**src/rtl/tgm_pkg.sv**
```systemverilog
// Contract
// - Soft reset restores all registers; bit reads zero
// - Outputs dc inactive until gate, then next vertical edge
// - Input enable one: pin input; zero: output
// - Source select: clamp, pre-blank, general bit, shutter
// - Polarity sets active level; suspend halts clocks
// - Core reset bit zero holds core reset
// - Oscillator reset bit zero keeps oscillator down
// - Update line selects frame-update transfer line
// - Freeze bit blocks frame-updated register transfers
// - General bit applies at next vertical edge
package tgm_pkg;
    localparam logic [7:0] IDX_SOFT_RESET = 8'h10;
    localparam logic [7:0] IDX_OUTPUT_GATE = 8'h11;
    localparam logic [7:0] IDX_ALIGN_CFG = 8'h12;
    localparam logic [7:0] IDX_ALIGN_POL = 8'h13;
    localparam logic [7:0] IDX_ALIGN_SUSPEND = 8'h14;
    localparam logic [7:0] IDX_CORE_RESET_N = 8'h15;
    localparam logic [7:0] IDX_OSC_RESET = 8'h16;
    localparam logic [7:0] IDX_FACTORY_TEST = 8'h17;
    localparam logic [7:0] IDX_UPDATE_LINE = 8'h18;
    localparam logic [7:0] IDX_UPDATE_FREEZE = 8'h19;
    localparam logic [7:0] IDX_GENERAL_OUT = 8'h1A;

    localparam int ALIGN_EN_BIT = 0;
    localparam int ALIGN_SEL_LSB = 8;
    localparam int ALIGN_SEL_MSB = 9;
    localparam int ALIGN_CFG_W = 10;
    localparam int FACTORY_TEST_W = 9;
    localparam int LINE_W = 12;

    localparam logic [9:0] RST_ALIGN_CFG = 10'h001;
    localparam logic [8:0] RST_FACTORY_TEST = 9'h000;
    localparam logic [11:0] RST_UPDATE_LINE = 12'h000;

    localparam logic [1:0] SEL_BLACK_CLAMP = 2'h0;
    localparam logic [1:0] SEL_PRE_BLANK = 2'h1;
    localparam logic [1:0] SEL_GENERAL_OUT = 2'h2;
    localparam logic [1:0] SEL_SHUTTER_TEST = 2'h3;

    localparam logic [1:0] RESP_OKAY = 2'h0;
    localparam logic [1:0] RESP_DECERR = 2'h3;

    typedef struct packed {
        logic vertical_drive_pulse;
        logic horizontal_drive_pulse;
        logic black_clamp_pulse;
        logic pre_blank_pulse;
        logic shutter_test_output;
    } tgm_pulses_t;

    typedef struct packed {
        logic output_gate_bit;
        logic [9:0] align_cfg;
        logic align_polarity_bit;
        logic align_clock_suspend_bit;
        logic timing_core_reset_n;
        logic oscillator_reset_bit;
        logic [8:0] factory_test;
        logic [11:0] update_line;
        logic update_freeze_bit;
        logic general_output_bit;
    } tgm_regs_t;

    typedef struct packed {
        logic outputs_enable;
        logic align_pin_o;
        logic align_pin_oe;
        logic align_pulse_active;
        logic clock_suspend;
        logic core_reset_n;
        logic oscillator_enable;
        logic frame_update_strobe;
        logic soft_reset_pulse;
    } tgm_ctrl_t;

    localparam tgm_regs_t REGS_DEFAULT = '{
        output_gate_bit: 1'b0,
        align_cfg: RST_ALIGN_CFG,
        align_polarity_bit: 1'b0,
        align_clock_suspend_bit: 1'b0,
        timing_core_reset_n: 1'b0,
        oscillator_reset_bit: 1'b0,
        factory_test: RST_FACTORY_TEST,
        update_line: RST_UPDATE_LINE,
        update_freeze_bit: 1'b0,
        general_output_bit: 1'b0
    };
endpackage : tgm_pkg

```
**src/rtl/tgm_pin_sync.sv**
```systemverilog
`timescale 1ns/10ps
module tgm_pin_sync
    import tgm_pkg::*;
#(
    parameter logic RESET_LEVEL = 1'b0
)
(
    input wire logic aclk,
    input wire logic aresetn,
    input wire logic pin_in,
    output logic level
);
    logic s1_q, s2_q, s3_q, level_q;
    logic level_d;

    // Level moves only once stages two and three agree
    always_comb
    begin
        level_d = level_q;
        if (s2_q == s3_q)
        begin
            level_d = s3_q;
        end
    end

    always_ff @(posedge aclk)
    begin
        if (!aresetn)
        begin
            s1_q <= RESET_LEVEL;
            s2_q <= RESET_LEVEL;
            s3_q <= RESET_LEVEL;
            level_q <= RESET_LEVEL;
        end
        else
        begin
            s1_q <= pin_in;
            s2_q <= s1_q;
            s3_q <= s2_q;
            level_q <= level_d;
        end
    end

    assign level = level_q;
endmodule : tgm_pin_sync

```
**src/rtl/tgm_misc_regs.sv**
```systemverilog
`timescale 1ns/10ps
module tgm_misc_regs
    import tgm_pkg::*;
#(
    parameter int ADDR_W = 8
)
(
    input wire logic aclk,
    input wire logic aresetn,
    input wire logic [ADDR_W-1:0] s_axi_awaddr,
    input wire logic s_axi_awvalid,
    output logic s_axi_awready,
    input wire logic [31:0] s_axi_wdata,
    input wire logic [3:0] s_axi_wstrb,
    input wire logic s_axi_wvalid,
    output logic s_axi_wready,
    output logic [1:0] s_axi_bresp,
    output logic s_axi_bvalid,
    input wire logic s_axi_bready,
    input wire logic [ADDR_W-1:0] s_axi_araddr,
    input wire logic s_axi_arvalid,
    output logic s_axi_arready,
    output logic [31:0] s_axi_rdata,
    output logic [1:0] s_axi_rresp,
    output logic s_axi_rvalid,
    input wire logic s_axi_rready,
    input wire tgm_pulses_t pulses,
    input wire logic align_pin_i,
    output tgm_ctrl_t ctrl
);
    tgm_regs_t regs_q, regs_d;
    tgm_ctrl_t ctrl_q, ctrl_d;
    logic aw_have_q, aw_have_d, w_have_q, w_have_d;
    logic [ADDR_W-1:0] aw_addr_q, aw_addr_d;
    logic [31:0] w_data_q, w_data_d;
    logic [3:0] w_strb_q, w_strb_d;
    logic bvalid_q, bvalid_d, rvalid_q, rvalid_d;
    logic [1:0] bresp_q, bresp_d, rresp_q, rresp_d;
    logic [31:0] rdata_q, rdata_d;
    logic gate_live_q, gate_live_d, gpo_live_q, gpo_live_d;
    logic [11:0] line_live_q, line_live_d, line_cnt_q, line_cnt_d;
    logic vd_prev_q, hd_prev_q;
    logic vd_rise, hd_rise, wr_fire, align_level, align_active;
    logic [7:0] wr_idx, rd_idx;
    logic [31:0] wr_old, wr_new;
    logic [3:0] sources;

    tgm_pin_sync #(
        .RESET_LEVEL(1'b0)
    ) u_align_sync (
        .aclk(aclk),
        .aresetn(aresetn),
        .pin_in(align_pin_i),
        .level(align_level)
    );

    function automatic logic [31:0] reg_word(input tgm_regs_t r, input logic [7:0] idx);
        logic [31:0] v;
        v = 32'h0000_0000;
        case (idx)
            IDX_OUTPUT_GATE: v[0] = r.output_gate_bit;
            IDX_ALIGN_CFG: v[ALIGN_CFG_W-1:0] = r.align_cfg;
            IDX_ALIGN_POL: v[0] = r.align_polarity_bit;
            IDX_ALIGN_SUSPEND: v[0] = r.align_clock_suspend_bit;
            IDX_CORE_RESET_N: v[0] = r.timing_core_reset_n;
            IDX_OSC_RESET: v[0] = r.oscillator_reset_bit;
            IDX_FACTORY_TEST: v[FACTORY_TEST_W-1:0] = r.factory_test;
            IDX_UPDATE_LINE: v[LINE_W-1:0] = r.update_line;
            IDX_UPDATE_FREEZE: v[0] = r.update_freeze_bit;
            IDX_GENERAL_OUT: v[0] = r.general_output_bit;
            default: v = 32'h0000_0000;
        endcase
        return v;
    endfunction : reg_word

    function automatic logic mapped(input logic [7:0] idx);
        return idx >= IDX_SOFT_RESET && idx <= IDX_GENERAL_OUT;
    endfunction : mapped

    assign vd_rise = pulses.vertical_drive_pulse && !vd_prev_q;
    assign hd_rise = pulses.horizontal_drive_pulse && !hd_prev_q;
    assign wr_fire = aw_have_q && w_have_q && !bvalid_q;
    assign wr_idx = 8'(aw_addr_q >> 2);
    assign rd_idx = 8'(s_axi_araddr >> 2);
    assign wr_old = reg_word(regs_q, wr_idx);
    assign align_active = (align_level == regs_q.align_polarity_bit);
    assign sources = {pulses.shutter_test_output, gpo_live_q, pulses.pre_blank_pulse,
                      pulses.black_clamp_pulse};

    // Byte-lane merge over the current contents
    always_comb
    begin
        for (int b = 0; b < 4; b++)
        begin
            wr_new[b*8 +: 8] = w_strb_q[b] ? w_data_q[b*8 +: 8] : wr_old[b*8 +: 8];
        end
    end

    // Bus channels
    always_comb
    begin
        aw_have_d = aw_have_q;
        aw_addr_d = aw_addr_q;
        w_have_d = w_have_q;
        w_data_d = w_data_q;
        w_strb_d = w_strb_q;
        bvalid_d = bvalid_q;
        bresp_d = bresp_q;
        rvalid_d = rvalid_q;
        rresp_d = rresp_q;
        rdata_d = rdata_q;
        if (s_axi_awvalid && s_axi_awready)
        begin
            aw_have_d = 1'b1;
            aw_addr_d = s_axi_awaddr;
        end
        if (s_axi_wvalid && s_axi_wready)
        begin
            w_have_d = 1'b1;
            w_data_d = s_axi_wdata;
            w_strb_d = s_axi_wstrb;
        end
        if (wr_fire)
        begin
            aw_have_d = 1'b0;
            w_have_d = 1'b0;
            bvalid_d = 1'b1;
            bresp_d = mapped(wr_idx) ? RESP_OKAY : RESP_DECERR;
        end
        else if (bvalid_q && s_axi_bready)
        begin
            bvalid_d = 1'b0;
        end
        if (s_axi_arvalid && s_axi_arready)
        begin
            rvalid_d = 1'b1;
            rdata_d = reg_word(regs_q, rd_idx);
            rresp_d = mapped(rd_idx) ? RESP_OKAY : RESP_DECERR;
        end
        else if (rvalid_q && s_axi_rready)
        begin
            rvalid_d = 1'b0;
        end
    end

    // Register file and frame-timed state
    always_comb
    begin
        regs_d = regs_q;
        gate_live_d = gate_live_q;
        gpo_live_d = gpo_live_q;
        line_live_d = line_live_q;
        line_cnt_d = line_cnt_q;
        if (vd_rise)
        begin
            line_cnt_d = 12'h000;
        end
        else if (hd_rise)
        begin
            line_cnt_d = line_cnt_q + 12'h001;
        end
        if (!regs_q.update_freeze_bit)
        begin
            if (vd_rise)
            begin
                gate_live_d = regs_q.output_gate_bit;
                gpo_live_d = regs_q.general_output_bit;
            end
            if (hd_rise && line_cnt_q == line_live_q)
            begin
                line_live_d = regs_q.update_line;
            end
        end
        if (wr_fire)
        begin
            // Serial-clock fields apply now; frame fields are staged above
            case (wr_idx)
                IDX_OUTPUT_GATE: regs_d.output_gate_bit = wr_new[0];
                IDX_ALIGN_CFG: regs_d.align_cfg = wr_new[ALIGN_CFG_W-1:0];
                IDX_ALIGN_POL: regs_d.align_polarity_bit = wr_new[0];
                IDX_ALIGN_SUSPEND: regs_d.align_clock_suspend_bit = wr_new[0];
                IDX_CORE_RESET_N: regs_d.timing_core_reset_n = wr_new[0];
                IDX_OSC_RESET: regs_d.oscillator_reset_bit = wr_new[0];
                IDX_FACTORY_TEST: regs_d.factory_test = wr_new[FACTORY_TEST_W-1:0];
                IDX_UPDATE_LINE: regs_d.update_line = wr_new[LINE_W-1:0];
                IDX_UPDATE_FREEZE: regs_d.update_freeze_bit = wr_new[0];
                IDX_GENERAL_OUT: regs_d.general_output_bit = wr_new[0];
                default: regs_d = regs_q;
            endcase
        end
        if (ctrl_q.soft_reset_pulse)
        begin
            regs_d = REGS_DEFAULT;
            gate_live_d = 1'b0;
            gpo_live_d = 1'b0;
            line_live_d = RST_UPDATE_LINE;
        end
    end

    // Registered control outputs
    always_comb
    begin
        ctrl_d = '0;
        ctrl_d.soft_reset_pulse = wr_fire && wr_idx == IDX_SOFT_RESET && wr_new[0];
        ctrl_d.outputs_enable = gate_live_q;
        ctrl_d.align_pin_oe = !regs_q.align_cfg[ALIGN_EN_BIT];
        ctrl_d.align_pin_o = gate_live_q && !regs_q.align_cfg[ALIGN_EN_BIT]
                             && sources[regs_q.align_cfg[ALIGN_SEL_MSB:ALIGN_SEL_LSB]];
        ctrl_d.align_pulse_active = regs_q.align_cfg[ALIGN_EN_BIT] && align_active;
        ctrl_d.clock_suspend = regs_q.align_cfg[ALIGN_EN_BIT] && align_active
                               && regs_q.align_clock_suspend_bit;
        ctrl_d.core_reset_n = regs_q.timing_core_reset_n;
        ctrl_d.oscillator_enable = regs_q.oscillator_reset_bit;
        ctrl_d.frame_update_strobe = hd_rise && line_cnt_q == line_live_q
                                     && !regs_q.update_freeze_bit;
    end

    always_ff @(posedge aclk)
    begin
        if (!aresetn)
        begin
            regs_q <= REGS_DEFAULT;
            ctrl_q <= '0;
            aw_have_q <= 1'b0;
            aw_addr_q <= '0;
            w_have_q <= 1'b0;
            w_data_q <= 32'h0000_0000;
            w_strb_q <= 4'h0;
            bvalid_q <= 1'b0;
            bresp_q <= RESP_OKAY;
            rvalid_q <= 1'b0;
            rresp_q <= RESP_OKAY;
            rdata_q <= 32'h0000_0000;
            gate_live_q <= 1'b0;
            gpo_live_q <= 1'b0;
            line_live_q <= RST_UPDATE_LINE;
            line_cnt_q <= 12'h000;
            vd_prev_q <= 1'b0;
            hd_prev_q <= 1'b0;
        end
        else
        begin
            regs_q <= regs_d;
            ctrl_q <= ctrl_d;
            aw_have_q <= aw_have_d;
            aw_addr_q <= aw_addr_d;
            w_have_q <= w_have_d;
            w_data_q <= w_data_d;
            w_strb_q <= w_strb_d;
            bvalid_q <= bvalid_d;
            bresp_q <= bresp_d;
            rvalid_q <= rvalid_d;
            rresp_q <= rresp_d;
            rdata_q <= rdata_d;
            gate_live_q <= gate_live_d;
            gpo_live_q <= gpo_live_d;
            line_live_q <= line_live_d;
            line_cnt_q <= line_cnt_d;
            vd_prev_q <= pulses.vertical_drive_pulse;
            hd_prev_q <= pulses.horizontal_drive_pulse;
        end
    end

    assign s_axi_awready = !aw_have_q && !bvalid_q;
    assign s_axi_wready = !w_have_q && !bvalid_q;
    assign s_axi_bvalid = bvalid_q;
    assign s_axi_bresp = bresp_q;
    assign s_axi_arready = !rvalid_q;
    assign s_axi_rvalid = rvalid_q;
    assign s_axi_rresp = rresp_q;
    assign s_axi_rdata = rdata_q;
    assign ctrl = ctrl_q;
endmodule : tgm_misc_regs

```
**config.mk**
```make
export PLATFORM = sky130hd
export DESIGN_NAME = tgm_misc_regs
export DESIGN_NICKNAME = d
export VERILOG_FILES = /design/src/rtl/tgm_pkg.sv /design/src/rtl/tgm_pin_sync.sv /design/src/rtl/tgm_misc_regs.sv
export SDC_FILE = /design/constraint.sdc
export NUM_CORES = 1
export LEC_CHECK = 0
export ABC_AREA = 1
export ABC_CLOCK_PERIOD_IN_PS = 1660
export BUFFER_PORTS_ARGS = -buffer_cell sky130_fd_sc_hd__buf_2
export CAP_MARGIN = 10
export CORE_ASPECT_RATIO = 0.8
export CORE_MARGIN = 2
export CORE_UTILIZATION = 25
export DETAILED_ROUTE_END_ITERATION = 8
export SLEW_MARGIN = 15
export SYNTH_ARGS = -nofsm -noshare
export SYNTH_HDL_FRONTEND = slang
export SYNTH_SLANG_ARGS = --single-unit
```
**constraint.sdc**
```tcl
create_clock -name aclk -period 1.66 [get_ports aclk]
set_input_delay 0 -clock aclk [delete_from_list [all_inputs] [get_ports aclk]]
set_output_delay 0 -clock aclk [all_outputs]
set_load 0.01 [all_outputs]
```
==> key figures, run 1 <==
Timing
  • Final hold viol count: 0
  • Final period util: 94.7%
  • Relative slew slack: 58.2%
  • Post-layout min period: 1570 ps
  • Worst clock skew: 6.42 ps
  • Max Freq: 636 MHz
  • Worst setup margin: 88.3 ps
  • Measured slew at the worst slew-check pin: 611 ps
  • Final Slew Violations: 0
  • Final setup violation count: 0
  • RSZ-0062 raised after global routing: yes

Cells and area
  • Most frequent cells in the layout: 165 x nand2_1, 121 x inv_1, 114 x dfxtp_1
  • # nets final: 1032
  • Ratio of cells with drive above 1 in the final layout: 19.4%
  • Commonest non-fill, non-tap cell in the layout: nand2_1
  • Ant. Diodes: 0
  • Fill cell count: 2434
  • Area delta synth->final: 31.1%
  • FF+latch area: 2350 um2
  • Post-Layout Cell Count: 1285
  • Multi-input logic area: 2660 um2

Synth
  • Synth unique cells: 40
  • Predominant post-synthesis flop cell: dfxtp_1
  • Top post-synthesis cells by area: dfxtp_1 41%, nand2_1 12%, inv_1 8.3%
  • Mapped Cells: 838
  • Share of the synthesized area in the top cell type: 41.2%
  • Syn. warnings: 0
  • Number of synthesized flops with an enable pin: 0
  • Sequential share of the synthesized area: 41.2%
  • Mean Syn Cell Area: 6.78 um2
  • Async S/R FF share, synth: 0%
  • Cell Area, Synth: 5680 um2
  • Synth Register Bits: 117
  • Top cell type by total area after synthesis: dfxtp_1

Drt
  • TritonRoute pass-1 iters: 6
  • Drt drc: 0
  • Routed vias: 5603
  • DRT antenna net count: 0
  • First DRT Iteration DRCs: 371
  • Vias per inst: 4.36
  • Average wire per standard cell: 12.6 um
  • Final WL: 16200 um

Flow run
  • Max-Cap Viols: 0

Clocking
  • TritonCTS clock tree: done
  • Root buffer cell: clkbuf_16
  • Clock slew at reported path FFs: 60 ps
  • Clk Latency, worst-skew pair: 420 ps
  • Num Clock Sinks: 117
  • H-tree Lvls: 4
  • Clock buffer depth: 2
  • Total CTS buffers: 17

Power and ir drop
  • Power density cells: 1090 nW/um2
  • Maximum VDD drop: 0.719 mV
  • Overall power: 8110 uW
  • Static leakage: 0.00343 uW

Floorplan
  • Rows: 49
  • Die Area: 24000 um2
  • Initial Utilization: 25.4%
  • Io pins: 115
  • Die X: 173 um
  • Die Y: 139 um
  • Core area: 22400 um2

Worst setup path
  • Top fanout value on the critical path: 11
  • Worst path required time: 1970 ps
  • Worst endpoint data arrival time: 1880 ps
  • CP endpoint kind: flop
  • CP max-delay cell: dlygate4sd3_1
  • CP dominant cell by count: a21oi_1
  • Cells along the critical path: inv_1 > nand2_1 > buf_4 > a21oi_1 > a21oi_1 > dlygate4sd3_1
  • CP delay by family, top: buffers and inverters
  • Slowest stage delay, CP: 560 ps
  • Buf/Inv on CP: 3
  • Kind of critical path: flop to flop
  • Critical R2R Launch: s_axi_rvalid
  • CP Launch Type: flop
  • Worst setup path start: s_axi_rvalid

Worst hold path
  • Worst hold start: s_axi_wvalid
  • Tightest Hold Check Type: input pin to flop

Place
  • GPL Wtd Cong: 0.866
  • Pre-CTS setup slack: 9.85 ps
  • Placed insts: 1223
  • Port Buffers: 68
  • DPL Wire Length: 11700 um

Global route
  • Vias in the first global route: 5273
  • Antenna violations before repair: 0
  • Global-route wire length before repair: 26300 um
  • Gr usage total: 13.8%
  • GRT overflow: 0
  • Largest net degree at the start of global routing: 27

Status
  • Run status: completed
[cells by family (layout without fill, tap and decap cells)]
| logic type | Yosys count | after routing | share of synthesized area [%] |
|---|---|---|---|
| other | 1 | 20 | 0.0660 |
| AO/OA/AOI/OAI | 179 | 179 | 16.8 |
| XOR/XNOR | 5 | 5 | 0.771 |
| flip-flops | 117 | 117 | 41.2 |
| buffers and inverters | 183 | 305 | 14.1 |
| adder cells (fa/ha/maj) | 1 | 1 | 0.220 |
| AND/OR/NAND/NOR | 352 | 352 | 26.8 |
[sequential cells by signal (all words and copies together) (netlist names), 2 cells and up]
name	flops
s_axi_rdata	12
w_data_q	12
w_strb_q	2
line_live_q	12
ctrl	9
ctrl_d	2
regs_q	36
line_cnt_q	12
aw_addr_q	6
[what timing repair did]
action / in CTS / in global routing
hold buffers: 28 / 0
endpoints found under the setup margin: 3 / 44
buffers inserted: 0 / 2
pin swaps: 0 / 5
gates resized for setup: 3 / 37
endpoints found under the hold margin: 38 / 0
[worst register-to-register path: stages, from the launching register on]
cell and delay [ps]:
dfxtp_1 310, inv_1 80, nand2_1 90, buf_4 210, a21oi_1 140, a21oi_1 80
dlygate4sd3_1 560
[path summary, 6_finish.rpt]
kind	end	slack, ps	depth (start not counted)
worst max register to register	s_axi_rresp[0]	90	6
worst min-delay path	w_have_q	20	3
worst max-delay path	s_axi_rresp[0]	90	6
worst min register to register	u_align_sync.s2_q	410	2
[final cells by class]
| type | instances | share of cell area, % |
|---|---|---|
| clock buffers | 19 | 6.08 |
| clock inverters | 13 | 1.68 |
| inverters | 138 | 7.17 |
| multi-input cells | 557 | 35.7 |
| flip-flops and latches | 117 | 31.5 |
| well taps | 306 | 5.14 |
| repair buffers | 135 | 12.7 |
[layer usage]
metal | GRT usage (%) | part of all wire [%] | vias to the layer above
met4 | 4.18 | 1.4 | 0
met1 | 18.4 | 48 | 2558
met2 | 21.8 | 45 | 137
met5 | 0 | 0 | -
met3 | 3.56 | 5.5 | 19
li1 | - | - | 2889
[synth_stat cells, types with 4 or more instances]
| library cell | count |
|---|---|
| nand2_1 | 176 |
| o21ai_0 | 64 |
| dfxtp_1 | 117 |
| nor2_1 | 93 |
| o221ai_1 | 6 |
| buf_4 | 22 |
| nand3_1 | 51 |
| o21bai_1 | 6 |
| inv_1 | 126 |
| xnor2_1 | 4 |
| inv_2 | 8 |
| clkbuf_1 | 12 |
| nor3_1 | 8 |
| a21oi_1 | 82 |
| o22ai_1 | 4 |
| o21ai_1 | 11 |
| buf_2 | 5 |
| nor2_4 | 5 |
| nand4_1 | 6 |
[stage by stage]
| stage | hold slack [ps] | setup TNS (ps) | utilization [%] | cell area [um2] |
|---|---|---|---|---|
| final | 15.1 | 0 | 33.3 | 7450 |
| after global routing | 44.5 | -182 | 33.3 | 7450 |
| after CTS | 16.3 | 0 | 32.9 | 7370 |
| after detailed placement | 196 | 0 | 29.1 | 6500 |
| after global placement | 184 | 0 | 29.1 | 6500 |
| after floorplan | 93.5 | 0 | - | 5750 |
[where the power goes]
group / total [uW] / switching, uW / internal (uW)
sequential: 3090 / 115 / 2970
combinational: 1450 / 853 / 602
clock: 3560 / 1420 / 2140
total: 8110 / 2390 / 5720
No activity file was read; power rests on OpenSTA's default activity.
==> run 2: changes to the inputs <==
ABC_AREA = not set   (was 1)
==> run 2 against run 1 <==
Against the previous run:
- the flow now finishes with violations (negative setup slack)
- area after synthesis down 5.7%
- largest power group unchanged
- utilization is 2.8 points higher
- clock power shrank 2%
- critical path depth down 1
- routed wire length down 5.1%
- sequential cell count stayed put
- sequential power down 4%
- design area up 1.2%
- hold slack better by 0.76 ps
- largest cell class unchanged
- count of clock-buffer cells in the layout is the same
- non-clock buffer count increased by 37
- setup slack got worse by 130 ps
==> key figures, run 2 <==
Status
  • Run status: finished, violations left
  • Failing checks: negative setup slack

Worst setup path
  • R2r setup slk: -40 ps (-130 ps)
  • R2r endpoint: regs_q[14]
  • CP max-delay cell: mux4_2
  • Buf/Inv on CP: 1 (-2)
  • CP delay by family, top: multiplexers
  • Critical R2R Launch: aw_addr_q[2]
  • CP endpoint kind: flop
  • Slowest stage delay, CP: 500 ps (-60 ps)
  • CP Launch Type: flop
  • Top fanout value on the critical path: 5 (-6)
  • Worst path required time: 1960 ps (about the same)
  • Kind of critical path: flop to flop
  • Cells along the critical path: mux4_2 > and4_4 > o311ai_4 > buf_6 > mux2i_1
  • Worst endpoint data arrival time: 2010 ps (+130 ps)
  • Reg2Reg Depth: 5 (-1)

Synth
  • Syn. warnings: 0 (unchanged)
  • Synth Register Bits: 117 (unchanged)
  • Library cell with the highest instance count after synthesis: dfxtp_1
  • Cell Area, Synth: 5360 um2 (-5.7%)
  • Synth unique cells: 65 (+63%)
  • Top cells by count, synth: 117 x dfxtp_1, 73 x nand2_1, 66 x nor2_1
  • Async S/R FF share, synth: 0% (unchanged)
  • Mean Syn Cell Area: 8.75 um2 (+29%)
  • Sequential share of the synthesized area: 43.7% (+2.5 points)
  • Top post-synthesis cells by area: dfxtp_1 44%, nand2_1 5.1%, a21oi_1 4.7%
  • Share of the synthesized area in the top cell type: 43.7% (+2.5 points)
  • Mapped Cells: 612 (-27%)
  • Top cell type by total area after synthesis: dfxtp_1
  • Number of synthesized flops with an enable pin: 0 (unchanged)
  • Predominant post-synthesis flop cell: dfxtp_1

Drt
  • Vias per inst: 4.61 (+5.7%)
  • DRT antenna net count: 0 (unchanged)
  • Final WL: 15400 um (-5.1%)
  • TritonRoute pass-1 iters: 4 (-2)
  • Drt drc: 0 (unchanged)
  • First DRT Iteration DRCs: 310 (-16%)
  • Routed vias: 4808 (-14%)
  • Average wire per standard cell: 14.8 um (+17%)

Floorplan
  • Die Y: 135 um (-2.8%)
  • Core area: 20900 um2 (-6.7%)
  • Initial Utilization: 25.7% (+0.27 points)
  • Io pins: 115 (unchanged)
  • Rows: 47 (-4.1%)
  • Die X: 168 um (-2.8%)
  • Die Area: 22600 um2 (-5.6%)

Clocking
  • Num Clock Sinks: 117 (unchanged)
  • Clock buffer depth: 2 (unchanged)
  • TritonCTS clock tree: done
  • Root buffer cell: clkbuf_16
  • Total CTS buffers: 17 (unchanged)
  • Clock slew at reported path FFs: 50 ps (about the same)
  • H-tree Lvls: 4 (unchanged)
  • Clk Latency, worst-skew pair: 420 ps (about the same)

Global route
  • Vias in the first global route: 4613 (-13%)
  • Gr usage total: 13.8% (+0.054 points)
  • Largest net degree at the start of global routing: 28 (+3.7%)
  • Global-route wire length before repair: 24500 um (-7.1%)
  • Antenna violations before repair: 2 (+2)
  • GRT overflow: 0 (unchanged)

Power and ir drop
  • Clock power share: 48.6% (+4.6 points)
  • Internal: 5430 uW (-5.0%)
  • Seq pwr share: 41.2% (+3.1 points)
  • Maximum VDD drop: 0.621 mV (-14%)
  • Gate power share: 10.2% (-7.7 points)
  • Sw Share: 24.3% (-5.1 points)
  • Static leakage: 0.00293 uW (-15%)
  • Power density cells: 953 nW/um2 (-12%)
  • Total net switching power: 1750 uW (-27%)

Cells and area
  • Largest Register: regs_q
  • Largest register FFs: 36 (unchanged)
  • Area delta synth->final: 40.7%
  • Ratio of cells with drive above 1 in the final layout: 30.4% (+11 points)
  • Most frequent cells in the layout: 106 x dfxtp_1, 73 x nand2_1, 68 x buf_2
  • Commonest non-fill, non-tap cell in the layout: dfxtp_1
  • Final instance area: 7540 um2 (+1.2%)
  • Fill cell count: 2087 (-14%)
  • # nets final: 828 (-20%)

Timing
  • Setup tns final: -109 ps (-109 ps)
  • Final period util: 103% (+8.0 points)
  • Worst setup margin: -44.5 ps (-133 ps)
  • Hold Slack: 15.8 ps (+0.756 ps)
  • Post-layout min period: 1700 ps (+133 ps)
  • Worst clock skew: 7.65 ps (+1.23 ps)
  • Final Slew Violations: 0 (unchanged)
  • RSZ-0062 raised after global routing: yes
  • Final hold viol count: 0 (unchanged)
  • Max Freq: 587 MHz (-7.8%)
  • Final setup violation count: 7 (+7)

Place
  • Port Buffers: 68 (unchanged)
  • GPL Wtd Cong: 0.777 (-10%)
  • Pre-CTS setup slack: -76.5 ps (-86.3 ps)
  • DPL Wire Length: 10600 um (-9.6%)
  • Area post-placement: 6290 um2 (-3.3%)

Worst hold path
  • Hold path depth: 5 (+2)
  • Tightest Hold Check Type: input pin to flop
  • Worst hold start: s_axi_araddr[5]
  • Hold endpoint: s_axi_rdata[0]

Flow run
  • Max-Cap Viols: 0 (unchanged)
## run 2: timing repair
action                                  4_1_cts  5_1_grt
gates resized for setup                       8       54
buffers inserted                              0        6
endpoints found under the hold margin        28        0
pin swaps                                     1       30
endpoints found under the setup margin       25       46
cloned                                        0        5
hold buffers                                 30        0
## run 2: cell families (layout without fill, tap and decap cells)
family          Yosys count  in the layout  share of synthesized area (%)
compound gates          127            127                           15.4
xor+xnor                 24             24                           3.92
fa+ha+maj                 1              1                          0.233
buf+inv                  66            208                           7.52
flops                   117            117                           43.7
mux                      27             27                           5.30
other cells               1             21                         0.0700
simple gates            249            249                           23.9
## run 2: how the worst max path moves through the flow
stage,startpoint,end,slack [ps],cells after the start
finish,aw_addr_q[2],regs_q[14],-40,5
global route,line_cnt_q[10],line_live_q[4],-100,6
CTS,aw_addr_q[2],regs_q[14],-4,6
detailed placement,aw_addr_q[3],regs_q[27],-80,6
global placement,aw_addr_q[3],regs_q[14],-0.2,7
floorplan,aw_addr_q[2],regs_q[27],40,4
## run 2: power by group through the flow
stage          Sequential [uW]  Clock, uW  Combinational [uW]
2_1_floorplan             3000          0                 410
3_3_place_gp              3010          0                 629
3_5_place_dp              3010          0                 633
4_1_cts                   2950       3550                 692
5_1_grt                   2970       3720                 803
6_report                  2960       3490                 732
## run 2: through the flow
step | power [uW] | std cells | utilization [%]
finish | 7180 | 1043 | 36.1
global route | 7490 | 1043 | 36.1
CTS | 7200 | 1031 | 34.3
detailed placement | 3640 | 971 | 30.1
global placement | 3640 | 971 | 30.1
floorplan | 3410 | 631 | -
## run 2: final cells by class
cell class	instances	area [um2]	share of cell area, %
inverter	6	22.5	0.299
multi-input combinational	448	2850	37.9
clock inverter	11	111	1.48
tap	269	337	4.47
antenna	1	2.50	0.0332
clock buffer	19	443	5.88
timing repair buffer	172	1400	18.6
sequential	117	2360	31.4
## run 2: worst reg2reg max path, stage by stage (launching register included)
cell and delay, ps:
dfxtp_2 360, mux4_2 500, and4_4 170, o311ai_4 300
buf_6 180, mux2i_1 70
## run 2: metal layers
| metal | vias up | GRT usage (%) | routed length [um] |
|---|---|---|---|
| met3 | 22 | 3.46 | 904 |
| met4 | 2 | 4.64 | 216 |
| met1 | 2230 | 19.1 | 7530 |
| li1 | 2426 | - | - |
| met5 | - | 0 | 5 |
| met2 | 128 | 21.1 | 6730 |
==> run 3: changes to the inputs <==
RECOVER_POWER = 50   (was not set)
==> run 3 against run 2 <==
Against the previous run:
- the run still ends with negative setup slack left
- register-to-register slack about the same
- cell count stayed put
- routed wire length about the same
- design area fell by 0.80%
- non-clock buffer count stayed put
- count of clock-buffer cells in the layout unchanged
- sequential power barely moved
- hold slack improved by 3.8 ps
- critical path depth stayed put
- first-iteration DRC count unchanged
==> key figures, run 3 (synthesis gave the netlist of run 2 again) <==
Status
  • Run status: finished, violations left
  • Failing checks: negative setup slack

Cells and area
  • Commonest non-fill, non-tap cell in the layout: dfxtp_1
  • Area delta synth->final: 39.5%
  • # nets final: 828 (unchanged)
  • Largest register FFs: 36 (unchanged)
  • Final instance area: 7480 um2 (-0.80%)
  • Ratio of cells with drive above 1 in the final layout: 25.7% (-4.7 points)
  • Multi-input logic area: 2850 um2 (unchanged)
  • FF+latch area: 2360 um2 (unchanged)
  • Fill cell count: 2116 (+1.4%)
  • Largest Register: regs_q
  • Final core occ: 35.8% (-0.29 points)
  • Most frequent cells in the layout: 106 x dfxtp_1, 73 x nand2_1, 65 x nor2_1

Power and ir drop
  • Maximum VDD drop: 0.616 mV (-0.76%)
  • Power density cells: 957 nW/um2 (+0.44%)
  • Clock power share: 48.6% (about the same)
  • Sw Share: 24.3% (-0.046 points)
  • Total net switching power: 1740 uW (-0.55%)
  • Gate power share: 10.0% (-0.2 points)
  • Internal: 5420 uW (-0.30%)
  • Static leakage: 0.00279 uW (-4.8%)
  • Seq pwr share: 41.4% (+0.2 points)

Timing
  • Post-layout min period: 1700 ps (+0.193 ps)
  • Final period util: 103% (about the same)
  • Worst setup margin: -44.7 ps (-0.193 ps)
  • Final Slew Violations: 0 (unchanged)
  • Final setup violation count: 7 (unchanged)
  • Measured slew at the worst slew-check pin: 573 ps
  • Relative slew slack: 61.8%
  • Worst clock skew: 6.66 ps (-0.987 ps)
  • Max Freq: 587 MHz (about the same)
  • Hold Slack: 19.7 ps (+3.84 ps)
  • RSZ-0062 raised after global routing: yes
  • Final hold viol count: 0 (unchanged)
  • Setup tns final: -102 ps (+6.95 ps)

Worst setup path
  • Worst path required time: 1960 ps (about the same)
  • WP depth: 5 (unchanged)
  • CP Launch Type: flop
  • CP delay by family, top: multiplexers
  • CP endpoint kind: flop
  • Worst endpoint data arrival time: 2000 ps (about the same)
  • CP max-delay cell: mux4_2
  • Slowest stage delay, CP: 500 ps (about the same)
  • Cells along the critical path: mux4_2 > and4_4 > o311ai_4 > buf_6 > mux2i_1
  • Kind of critical path: flop to flop
  • Top fanout value on the critical path: 5 (unchanged)
  • Reg2Reg Depth: 5 (unchanged)
  • Buf/Inv on CP: 1 (unchanged)

Drt
  • Vias per inst: 4.63 (+0.48%)
  • DRT antenna net count: 0 (unchanged)
  • Average wire per standard cell: 14.7 um (about the same)
  • Routed vias: 4831 (+0.48%)
  • TritonRoute pass-1 iters: 5 (+1)
  • Drt drc: 0 (unchanged)
  • First DRT Iteration DRCs: 310 (unchanged)
  • Final WL: 15400 um (about the same)

Clocking
  • Clock buffer depth: 2 (unchanged)
  • Total CTS buffers: 17 (unchanged)
  • Num Clock Sinks: 117 (unchanged)
  • TritonCTS clock tree: done
  • Clk Latency, worst-skew pair: 420 ps (about the same)
  • Clock slew at reported path FFs: 50 ps (about the same)
  • Root buffer cell: clkbuf_16
  • H-tree Lvls: 4 (unchanged)

Global route
  • Vias in the first global route: 4613 (unchanged)
  • Gr usage total: 13.8% (unchanged)
  • Largest net degree at the start of global routing: 28 (unchanged)
  • GRT overflow: 0 (unchanged)
  • Antenna violations before repair: 2 (unchanged)
  • Global-route wire length before repair: 24500 um (unchanged)

Floorplan
  • Io pins: 115 (unchanged)
  • Die Y: 135 um (unchanged)
  • Initial Utilization: 25.7% (unchanged)
  • Die Area: 22600 um2 (unchanged)
  • Die X: 168 um (unchanged)
  • Core area: 20900 um2 (unchanged)
  • Rows: 47 (unchanged)

Place
  • DPL Wire Length: 10600 um (unchanged)
  • Port Buffers: 68 (unchanged)
  • GPL Wtd Cong: 0.777 (unchanged)
  • Area post-placement: 6290 um2 (unchanged)

Worst hold path
  • Hold path depth: 5 (unchanged)
  • Tightest Hold Check Type: input pin to flop

Flow run
  • Max-Cap Viols: 0 (unchanged)
-- run 3: cell types whose count changed in the layout (fill, tap and decap cells not counted), sizes merged --
| cell | delta |
|---|---|
| buf | -37 |
| clkbuf | +37 |
-- run 3: path summary, 6_finish.rpt --
check,start,endpoint,slack [ps]
worst max register to register,aw_addr_q[2],regs_q[14],-40
worst min register to register,u_align_sync.s1_q,u_align_sync.s2_q,430
worst max-delay path,aw_addr_q[2],regs_q[14],-40
worst min-delay path,s_axi_araddr[5],s_axi_rdata[0],20
-- run 3: what timing repair did --
action | in CTS | in global routing
pin swaps | 1 | 30
gates cloned | 0 | 5
hold endpoints to repair | 28 | 0
setup buffers | 0 | 6
gates resized for setup | 8 | 54
setup endpoints to repair | 25 | 46
hold buffers | 30 | 0
-- run 3: cell type report --
cell class                 instances  share of cell area, %
antenna                            1                 0.0335
clock buffer                      19                   5.92
clock inverter                    11                   1.49
inverter                           6                  0.301
multi-input combinational        448                   38.2
sequential                       117                   31.6
tap                              269                   4.50
timing repair buffer             172                   18.0
-- run 3: metal layers --
metal / vias up / part of all wire (%) / track usage (%)
met4: 2 / 1.4 / 4.64
met5: - / 0.033 / 0
li1: 2425 / - / -
met2: 141 / 44 / 21.1
met1: 2243 / 49 / 19.1
met3: 20 / 5.7 / 3.46
-- run 3: power groups by stage --
stage / Sequential [uW] / Combinational, uW / Clock (uW)
final: 2960 / 716 / 3480
after global routing: 2970 / 786 / 3720
after CTS: 2950 / 692 / 3550
after detailed placement: 3010 / 633 / 0
after global placement: 3010 / 629 / 0
after floorplan: 3000 / 410 / 0
-- run 3: worst min-delay path: stages --
cell	delay (ps)
buf_2	140
inv_1	60
a21oi_1	50
nand2_1	60
a221oi_1	70
-- run 3: metrics by stage --
stage / power [uW] / worst slack [ps] / cells
floorplan: 3410 / 41.8 / 631
global placement: 3640 / -0.169 / 971
detailed placement: 3640 / -76.5 / 971
CTS: 7200 / -4.25 / 1031
global route: 7470 / -101 / 1043
finish: 7150 / -44.7 / 1043
